`src/pkg/jfdp_defines.vh`:
```
`ifndef JFDP_DEFINES_VH
`define JFDP_DEFINES_VH

// data port layout
`define JFDP_DAT_W          10
`define JFDP_BYTE_MSB       9
`define JFDP_BYTE_LSB       2
`define JFDP_FAIL_BIT       1
`define JFDP_BUSY_BIT       0
`define JFDP_DAT_RST        10'h000
`define JFDP_BYTE_RST       8'h00

// control register layout
`define JFDP_CTL_W          8
`define JFDP_CTL_RST        8'h00
`define JFDP_SCRATCH_BIT    7
`define JFDP_WR_ACT_MSB     6
`define JFDP_WR_ACT_LSB     4
`define JFDP_RD_ACT_MSB     3
`define JFDP_RD_ACT_LSB     0

// action codes
`define JFDP_WR_STORE       3'h0
`define JFDP_WR_PROG        3'h1
`define JFDP_WR_ERASE       3'h2
`define JFDP_RD_PLAIN       4'h0
`define JFDP_RD_BLOCK       4'h1
`define JFDP_RD_SINGLE      4'h2
`define JFDP_ERASE_KEY      8'ha5

// address
`define JFDP_ADR_W          16
`define JFDP_ADR_RST        16'h0000

`endif

```
`src/core/jfdp_flash_data_port.v`:
```
`timescale 1ns/10ps
`include "jfdp_defines.vh"
module jfdp_flash_data_port
(
  input  wire        sys_clk,
  input  wire        srst,
  // link side: toggle handshakes from the tap clock domain
  input  wire        link_wr_tgl,
  input  wire [7:0]  link_wr_byte,
  input  wire        link_rd_tgl,
  output wire [9:0]  flash_data_port,
  // unit side
  input  wire [7:0]  flash_access_control,
  input  wire        addr_load,
  input  wire [15:0] addr_load_val,
  output wire [15:0] flash_op_address,
  // flash array side
  output reg         fl_req,
  output reg  [1:0]  fl_op,
  output reg         fl_scratch,
  output reg  [15:0] fl_addr,
  output reg  [7:0]  fl_wdata,
  input  wire        fl_done,
  input  wire        fl_fail,
  input  wire [7:0]  fl_rdata
);

  localparam [1:0] OP_READ  = 2'h0;
  localparam [1:0] OP_PROG  = 2'h1;
  localparam [1:0] OP_ERASE = 2'h2;

  localparam [1:0] ST_IDLE = 2'h0;
  localparam [1:0] ST_WAIT = 2'h1;

  wire [9:0] link_sync;
  wire       wr_tgl_s;
  wire       rd_tgl_s;
  wire [7:0] wr_byte_s;

  jfdp_sync #(.W(10)) u_sync
  (
    .sys_clk (sys_clk),
    .srst    (srst),
    .din     ({link_wr_tgl, link_rd_tgl, link_wr_byte}),
    .dout    (link_sync)
  );

  assign wr_tgl_s  = link_sync[9];
  assign rd_tgl_s  = link_sync[8];
  assign wr_byte_s = link_sync[7:0];

  reg        wr_tgl_d_r;
  reg        rd_tgl_d_r;
  reg [1:0]  state_r;
  reg [1:0]  state_nxt;
  reg [7:0]  byte_r;
  reg [7:0]  byte_nxt;
  reg        fail_r;
  reg        fail_nxt;
  reg        busy_r;
  reg        busy_nxt;
  reg        unread_r;
  reg        unread_nxt;
  reg [15:0] addr_r;
  reg [15:0] addr_nxt;
  reg        inc_pend_r;
  reg        inc_pend_nxt;
  reg        req_nxt;
  reg [1:0]  op_nxt;
  reg        scratch_nxt;
  reg [15:0] fl_addr_nxt;
  reg [7:0]  wdata_nxt;

  wire       wr_ev;
  wire       rd_ev;
  wire [2:0] write_action_select;
  wire [3:0] read_action_select;
  wire       scratchpad_select;
  wire       go_wr;
  wire       go_rd;

  assign wr_ev               = wr_tgl_s ^ wr_tgl_d_r;
  assign rd_ev               = rd_tgl_s ^ rd_tgl_d_r;
  assign write_action_select = flash_access_control[`JFDP_WR_ACT_MSB:`JFDP_WR_ACT_LSB];
  assign read_action_select  = flash_access_control[`JFDP_RD_ACT_MSB:`JFDP_RD_ACT_LSB];
  assign scratchpad_select   = flash_access_control[`JFDP_SCRATCH_BIT];

  // program decode, shared by the start test and the op code
  function is_prog;
    input [2:0] md;
    begin
      is_prog = (md == `JFDP_WR_PROG);
    end
  endfunction

  // erase only starts with the key byte
  function start_wr;
    input [2:0] md;
    input [7:0] d;
    begin
      start_wr = is_prog(md) || ((md == `JFDP_WR_ERASE) && (d == `JFDP_ERASE_KEY));
    end
  endfunction

  // single-read mode holds off until the last result was read out
  function start_rd;
    input [3:0] md;
    input       pending;
    begin
      start_rd = (md == `JFDP_RD_BLOCK) || ((md == `JFDP_RD_SINGLE) && !pending);
    end
  endfunction

  // a write wins over a read seen in the same cycle
  assign go_wr = wr_ev && !busy_r && start_wr(write_action_select, wr_byte_s);
  assign go_rd = rd_ev && !busy_r && !go_wr && start_rd(read_action_select, unread_r);

  always @*
  begin
    state_nxt    = state_r;
    byte_nxt     = byte_r;
    fail_nxt     = fail_r;
    busy_nxt     = busy_r;
    unread_nxt   = unread_r;
    addr_nxt     = addr_r;
    inc_pend_nxt = inc_pend_r;
    req_nxt      = 1'b0;
    op_nxt       = fl_op;
    scratch_nxt  = fl_scratch;
    fl_addr_nxt  = fl_addr;
    wdata_nxt    = fl_wdata;
    // writes while busy are dropped, data included
    if (wr_ev && !busy_r)
      byte_nxt = wr_byte_s;
    // any read consumes the last result, even while busy
    if (rd_ev)
      unread_nxt = 1'b0;
    // a load that meets a start is dropped, like one while busy
    if (addr_load && !busy_r && !(go_wr || go_rd))
      addr_nxt = addr_load_val;
    case (state_r)
      ST_IDLE:
      begin
        if (go_wr || go_rd)
        begin
          busy_nxt     = 1'b1;
          state_nxt    = ST_WAIT;
          req_nxt      = 1'b1;
          scratch_nxt  = scratchpad_select;
          fl_addr_nxt  = addr_r;
          wdata_nxt    = wr_byte_s;
          inc_pend_nxt = go_rd || is_prog(write_action_select);
          if (go_rd)
            op_nxt = OP_READ;
          else if (is_prog(write_action_select))
            op_nxt = OP_PROG;
          else
            op_nxt = OP_ERASE;
        end
      end
      ST_WAIT:
      begin
        if (fl_done)
        begin
          busy_nxt  = 1'b0;
          fail_nxt  = fl_fail;
          state_nxt = ST_IDLE;
          if (inc_pend_r)
            addr_nxt = addr_r + 16'h0001;
          // a new result beats a read event in the same cycle
          if (fl_op == OP_READ)
          begin
            byte_nxt   = fl_rdata;
            unread_nxt = 1'b1;
          end
        end
      end
      default:
      begin
        state_nxt = ST_IDLE;
        busy_nxt  = 1'b0;
      end
    endcase
  end

  // edge detect on the synchronised toggles
  always @(posedge sys_clk)
  begin
    if (srst)
    begin
      wr_tgl_d_r <= 1'b0;
      rd_tgl_d_r <= 1'b0;
    end
    else
    begin
      wr_tgl_d_r <= wr_tgl_s;
      rd_tgl_d_r <= rd_tgl_s;
    end
  end

  always @(posedge sys_clk)
  begin
    if (srst)
    begin
      state_r                  <= ST_IDLE;
      {byte_r, fail_r, busy_r} <= `JFDP_DAT_RST;
      unread_r                 <= 1'b0;
      addr_r                   <= `JFDP_ADR_RST;
      inc_pend_r               <= 1'b0;
    end
    else
    begin
      state_r    <= state_nxt;
      byte_r     <= byte_nxt;
      fail_r     <= fail_nxt;
      busy_r     <= busy_nxt;
      unread_r   <= unread_nxt;
      addr_r     <= addr_nxt;
      inc_pend_r <= inc_pend_nxt;
    end
  end

  // request strobe and the qualifiers that stand until the next start
  always @(posedge sys_clk)
  begin
    if (srst)
    begin
      fl_req     <= 1'b0;
      fl_op      <= OP_READ;
      fl_scratch <= 1'b0;
      fl_addr    <= `JFDP_ADR_RST;
      fl_wdata   <= `JFDP_BYTE_RST;
    end
    else
    begin
      fl_req     <= req_nxt;
      fl_op      <= op_nxt;
      fl_scratch <= scratch_nxt;
      fl_addr    <= fl_addr_nxt;
      fl_wdata   <= wdata_nxt;
    end
  end

  assign flash_data_port  = {byte_r, fail_r, busy_r};
  assign flash_op_address = addr_r;

endmodule

```
`src/core/jfdp_sync.v`:
```
`timescale 1ns/10ps
// two-stage synchroniser for pin-side levels
module jfdp_sync
#(
  parameter W = 1
)
(
  input  wire         sys_clk,
  input  wire         srst,
  input  wire [W-1:0] din,
  output wire [W-1:0] dout
);

  reg [W-1:0] meta_r;
  reg [W-1:0] sync_r;

  always @(posedge sys_clk)
  begin
    if (srst)
    begin
      meta_r <= {W{1'b0}};
      sync_r <= {W{1'b0}};
    end
    else
    begin
      meta_r <= din;
      sync_r <= meta_r;
    end
  end

  assign dout = sync_r;

endmodule

```
`config.mk`:
```
export PLATFORM = sky130hd
export DESIGN_NAME = jfdp_flash_data_port
export DESIGN_NICKNAME = d
export VERILOG_FILES = /design/src/core/jfdp_flash_data_port.v /design/src/core/jfdp_sync.v
export VERILOG_INCLUDE_DIRS = /design/src /design/src/pkg
export SDC_FILE = /design/constraint.sdc
export NUM_CORES = 1
export LEC_CHECK = 0
export BUFFER_PORTS_ARGS = -buffer_cell sky130_fd_sc_hd__buf_2
export CORE_AREA = 2 2 93 95
export DETAILED_ROUTE_END_ITERATION = 7
export DIE_AREA = 0 0 95 97
export GPL_ROUTABILITY_DRIVEN = 0
export PLACE_DENSITY_LB_ADDON = 0.3
export SLEW_MARGIN = 20
export SYNTH_ARGS = -nofsm -noshare
export SYNTH_HDL_FRONTEND = slang
export SYNTH_HIERARCHICAL = 1
export SYNTH_SLANG_ARGS = --single-unit
export TNS_END_PERCENT = 1
```
`constraint.sdc`:
```
create_clock -name sys_clk -period 1.7 [get_ports sys_clk]
set_input_delay 0.085 -clock sys_clk [delete_from_list [all_inputs] [get_ports sys_clk]]
set_output_delay 0.085 -clock sys_clk [all_outputs]
set_load 0.01 [all_outputs]
```
# After elaboration in Yosys (flattened, before gate mapping)
# Index checks and enable logic that the tools add are counted.
[op_classes]
n_bitwise = 3
n_reduce_logical = 23
eq_ne = 8
n_mux = 21
add_sub_neg = 1
[ops]
columns = ["cell", "n"]
rows = [
  ["$mux 16", 4],
  ["$mux 8", 4],
  ["$add 16x1->16 const B", 1],
  ["$logic_and 1x1->1", 9],
  ["$eq 8x8->1 const B", 1],
  ["$mux 2", 4],
  ["$mux 1", 7],
  ["$reduce_and 2->1", 3],
  ["$eq 4x1->1 const B", 1],
  ["$eq 4x2->1 const B", 1],
  ["$logic_not 1->1", 4],
  ["$logic_not 2->1", 2],
  ["$logic_or 1x1->1", 4],
  ["$ne 2x2->1 const B", 2],
  ["$pmux 2 s2", 1],
  ["$eq 3x1->1 const B", 1],
  ["$eq 3x2->1 const B", 1],
  ["$eq 2x1->1 const B", 1],
  ["$pmux 1 s2", 1],
  ["$reduce_or 2->1", 1],
  ["$xor 1x1->1", 2],
  ["$not 1->1", 1],
]
[totals]
input_bits = 47
wordCells = 72
output_inout_bits = 54
regBits = 80

# Logic depth before layout (Yosys ltp)
[logic_depth]
ltp_word = 14
mapped_depth = 7
mapped_depth_nobuf = 6

# Hierarchy
# The synthesis kept the hierarchy.
[by_module_without_submodules]
columns = ["mod", "seq_area_each_um2", "cells_each", "area_per_inst_um2", "n_inst"]
rows = [
  ["jfdp_flash_data_port", 1161.1, 285, 2607.5, 1],
  ["jfdp_sync", 400.4, 42, 618.1, 1],
]

# Worst setup path after synthesis
# OpenSTA, ideal clock, no wires.
[synth_path]
kind = "reg-to-reg"
startpoint = "reg u_sync.sync_r[3], in the netlist u_sync/dout[3]"
endpoint = "reg addr_r[11], in the netlist flash_op_address[11]"
setup_time_ps = 71
slack_ps = -43
period_less_slack_ps = 1743
required_ps = 1629
t_arrival_ps = 1673
stages_incl_launch_ff = 7
n_path_buf = 1
path_cell_list = "dfxtp_1 or4b_1 o21ai_2 a211oi_2 buf_6 or3_1 a21oi_1"
[synth_between]
elab_chain_cells = 14
[synth_lines]
columns = ["element", "line", "rtl"]
rows = [
  ["start: declaration", "jfdp_sync.v:15", "reg [W-1:0] sync_r;"],
  ["start signal: assignment", "jfdp_sync.v:22", "sync_r <= {W{1'b0}};"],
  ["start signal: assignment", "jfdp_sync.v:27", "sync_r <= meta_r;"],
  ["$eq 8x8->1 (no line) (*)", "-", ""],
  ["$logic_and 1x1->1 (*)", "jfdp_flash_data_port.v:101", "start_wr = is_prog(md) || ((md == `JFDP_WR_ERASE) && (d == `JFDP_ERASE_KEY));"],
  ["$logic_or 1x1->1 (*)", "jfdp_flash_data_port.v:101", ""],
  ["$logic_and 1x1->1 (*)", "jfdp_flash_data_port.v:115", "assign go_wr = wr_ev && !busy_r && start_wr(write_action_select, wr_byte_s);"],
  ["$logic_not 1->1", "jfdp_flash_data_port.v:116", "assign go_rd = rd_ev && !busy_r && !go_wr && start_rd(read_action_select, unread_r);"],
  ["$logic_and 1x1->1 (2 in series)", "jfdp_flash_data_port.v:116", ""],
  ["$logic_or 1x1->1 (*)", "jfdp_flash_data_port.v:139", "if (addr_load && !busy_r && !(go_wr || go_rd))"],
  ["$logic_not 1->1 (*)", "jfdp_flash_data_port.v:139", ""],
  ["$logic_and 1x1->1 (*)", "jfdp_flash_data_port.v:139", ""],
  ["$mux 16 (*)", "jfdp_flash_data_port.v:139", ""],
  ["$mux 16", "jfdp_flash_data_port.v:168", "if (inc_pend_r)"],
  ["$mux 16", "jfdp_flash_data_port.v:163", "if (fl_done)"],
  ["$mux 16 (*)", "jfdp_flash_data_port.v:141", "case (state_r)"],
  ["end signal: assignment", "jfdp_flash_data_port.v:208", "addr_r <= `JFDP_ADR_RST;"],
  ["end signal: assignment", "jfdp_flash_data_port.v:218", "addr_r <= addr_nxt;"],
  ["end: declaration", "jfdp_flash_data_port.v:64", "reg [15:0] addr_r;"],
]
# Mark *: on every way between the ends. The rest lies on a longest branch, timed or not.
# A chain may end at the register's enable or synchronous reset.

# Final worst setup path
[layout_path]
startpoint = "reg u_sync.sync_r[6], in the netlist u_sync/dout[6]"
endpoint = "reg addr_r[7], in the netlist flash_op_address[7]"
# The elaborated chain is that of the path after synthesis.

==> results.md <==
- DP Wirelength: 5440 µm
- Fin worst setup slack: -0.197 ns
- Placed Area: 4020 µm²
- DR WL/cell: 13.2 µm
- CP Capture Type: register
- RSZ-0062 raised after global routing: true
- CTS Buf Count: 9
- FF-to-FF End: flash_op_address[7]$_SDFF_PP0_
- Final Non-Filler Cells: 575
- Initial antenna violation count: 0
- Area grow syn2layout: 39.2%
- EDFF count, synth: 0
- Max stage delay on crit path: 0.53 ns
- Cell Rows: 33
- Via count of the routed design: 2869
- Largest net degree at the start of global routing: 45
- Post-DR vias/cell: 4.99
- Final Critical Period: 1.90 ns
- Worst Tran Pin Value: 0.477 ns
- Synthesized area per cell: 9.86 µm²
- # diodes: 0
- Final period util: 1.12
- GR Util All Layers: 0.166
- TritonCTS clock tree: done
- Worst-skew pair later-pin latency: 0.34 ns
- IO Count: 101
- Top-count cell post-synth: dfxtp_1
- DRC errors left: 0
- Number of max-cap violations: 0
- Share of cells above drive strength 1: 0.394
- Tot Pwr: 3.74 mW
- WS Path Type: register to register
- Die W: 95 µm
- Synth top area cells: dfxtp_1, mux2i_1, nor2_1, nor2b_2, a21oi_1
- Flops & latches, synth: 78
- Synthesized area: 3230 µm²
- Share of the synthesized area in the top cell type: 0.484
- Worst hold path type: input pin to register
- Grt ovf: 0
- I/O Buffers: 100
- Root buf cell: clkbuf_8
- Core ar.: 8130 µm²
- Fmax achieved: 527 MHz
- Hold Crit Start: fl_fail
- Cell count after synthesis: 327
- Die area: 9220 µm²
- Yosys warnings: 6
- Critical Path Sink: flash_op_address[7]$_SDFF_PP0_
- Final setup fails: 44
- Vias in the first global route: 2582
- Relative slew slack: 0.682
- Startpoint types: register
- Setup tns final: -2.90 ns
- Post-synthesis sequential area ratio: 0.484
- Initial Utilization: 0.397
- Crit Path Max Fanout: 11
- Post-synth ARST share: 0
- Cell taking the most area after synthesis: dfxtp_1
- 1st-iter DRT viols: 109
- Critical Path RT: 1.98 ns
- CP max-delay cell: or4b_4
- Fin area: 4490 µm²
- Global-route wire length before repair: 12200 µm
- WL final: 7600 µm
- Syn Nets: 375
- Pre-Repair DR Iteration Count: 4
- Status: complete, but fails checks
- Die Span Y: 97 µm
- Clock Pin Slew Worst Setup and Hold Paths: 0.09 ns
- # clock sinks: 78
- Max-slew violation count: 0
- P_leak: 2.10 nW
- Layout fillers: 725
- Commonest cells in the netlist: dfxtp_1, nor2_1, mux2i_1, a21oi_1, nor2b_2
- Placed instance count: 540
- Final hold vios: 0
- Final setup skew: 0.0130 ns
- Cells along the critical path: or4b_4 -> o21ai_4 -> buf_6 -> a211oi_4 -> buf_12 -> or3_1 -> a21oi_1
- CP arrival: 2.18 ns
- Critical Path Source: u_sync/dout[6]$_SDFF_PP0_
- Reg2Reg Depth: 7
- Post-synthesis cell type count: 43
- Bufs on Longest Clock Path: 2
- Failing checks: setup timing
- Routed Antenna Nets: 0
- Nets: 513
- Pwr dens: 834 nW/µm²
- Post-synth top flop: dfxtp_1
- R2R Path Start: u_sync/dout[6]$_SDFF_PP0_
- H-tree depth: 3
- Reg2Reg Setup Slack: -0.20 ns
- Worst VDD drop: 0.000474 V
[kinds of logic after synthesis]
family,share of synthesized area
compound gates,0.107
buf+inv,0.0442
mux,0.106
fa+ha+maj,0.00388
flops,0.484
simple gates,0.245
xor+xnor,0.0109
[registers in the layout (all words and copies together), names as in the netlist]
| register | cells |
|---|---|
| u_sync/meta_r | 10 |
| fl_wdata | 8 |
| inc_pend_r | 1 |
| fl_scratch | 1 |
| wr_tgl_d_r | 1 |
| byte_r | 8 |
| rd_tgl_d_r | 1 |
| u_sync/dout | 10 |
| fl_addr | 16 |
| unread_r | 1 |
| fl_req | 1 |
| fail_r | 1 |
| busy_r | 1 |
| fl_op | 2 |
| flash_op_address | 16 |
[worst max-delay path: cells and delay by family (launching register included)]
kind / cells / cell delay (ns)
AO/OA/AOI/OAI: 3 / 0.36
buffers and inverters: 2 / 0.27
flip-flops: 1 / 0.32
AND/OR/NAND/NOR: 2 / 0.87
[report_power, final]
part / switching, mW / internal (mW) / total, mW
Combinational: 0.178 / 0.225 / 0.403
Clock: 0.718 / 0.693 / 1.41
Sequential: 0.0460 / 1.88 / 1.93
Total: 0.942 / 2.80 / 3.74
[through the flow]
stage,hold WS (ns),utilization,worst slack (ns)
6_report,0.0196,0.552,-0.197
4_1_cts,0.00119,0.549,-0.228
3_5_place_dp,0.296,0.494,-0.312
3_3_place_gp,0.292,0.491,-0.371
5_1_grt,0.00505,0.552,-0.260
2_1_floorplan,0.214,-,-0.0432
[how the worst min path moves through the flow]
stage | cells after the start | endpoint | slack [ns]
after CTS | 3 | fail_r$_SDFFE_PP0P_ | 0.001
after global placement | 2 | u_sync/meta_r[3]$_SDFF_PP0_ | 0.29
after floorplan | 1 | u_sync/meta_r[0]$_SDFF_PP0_ | 0.21
final | 3 | fail_r$_SDFFE_PP0P_ | 0.02
after global routing | 3 | byte_r[6]$_SDFF_PP0_ | 0.005
after detailed placement | 2 | u_sync/meta_r[3]$_SDFF_PP0_ | 0.30
[cell type report]
cell class | count | area [µm²] | area share
tap | 105 | 131 | 0.0293
inverter | 4 | 15.0 | 0.00334
clock inverter | 7 | 80.1 | 0.0178
clock buffer | 9 | 124 | 0.0276
timing repair buffer | 149 | 975 | 0.217
multi-input combinational | 223 | 1600 | 0.357
sequential | 78 | 1560 | 0.348
[repair_timing]
action	in CTS	in global routing
pin swaps	4	3
endpoints found under the hold margin	17	0
setup buffers	2	0
endpoints found under the setup margin	40	44
resized for setup	7	5
hold buffers	17	0
[cell usage in the layout (no fill, tap or decap), types with 2 or more instances in the layout]
cell / instances
clkinvlp_4: 2
a31oi_1: 3
nand4_1: 6
nor2_1: 43
a21oi_1: 18
nand2_1: 11
or3_1: 5
nand3b_1: 10
nor2b_2: 16
buf_4: 28
a2bb2oi_1: 2
buf_2: 99
nor2b_1: 2
dfxtp_1: 78
nand3_1: 8
xnor2_2: 2
nand2b_1: 4
nor4_1: 2
buf_12: 3
a211oi_2: 4
dlygate4sd3_1: 17
inv_1: 4
o21ai_0: 2
a211oi_1: 10
nor3_1: 6
or3b_1: 2
or2_0: 2
mux2i_1: 34
clkbuf_8: 9
clkinv_4: 2
nor2b_4: 4
inv_6: 2
and2_1: 2
a22oi_1: 2
nor3b_1: 2
or2_2: 2
[layer usage]
| metal | global-route usage | wire length [µm] | share of wire | up-vias |
|---|---|---|---|---|
| li1 | - | - | - | 1427 |
| met2 | 0.261 | 3560 | 0.47 | 93 |
| met4 | 0.0502 | 23 | 0.0030 | 0 |
| met3 | 0.0452 | 515 | 0.068 | 2 |
| met5 | 0 | 0 | 0 | - |
| met1 | 0.222 | 3500 | 0.46 | 1347 |
No activity file was read; power rests on OpenSTA's default activity.
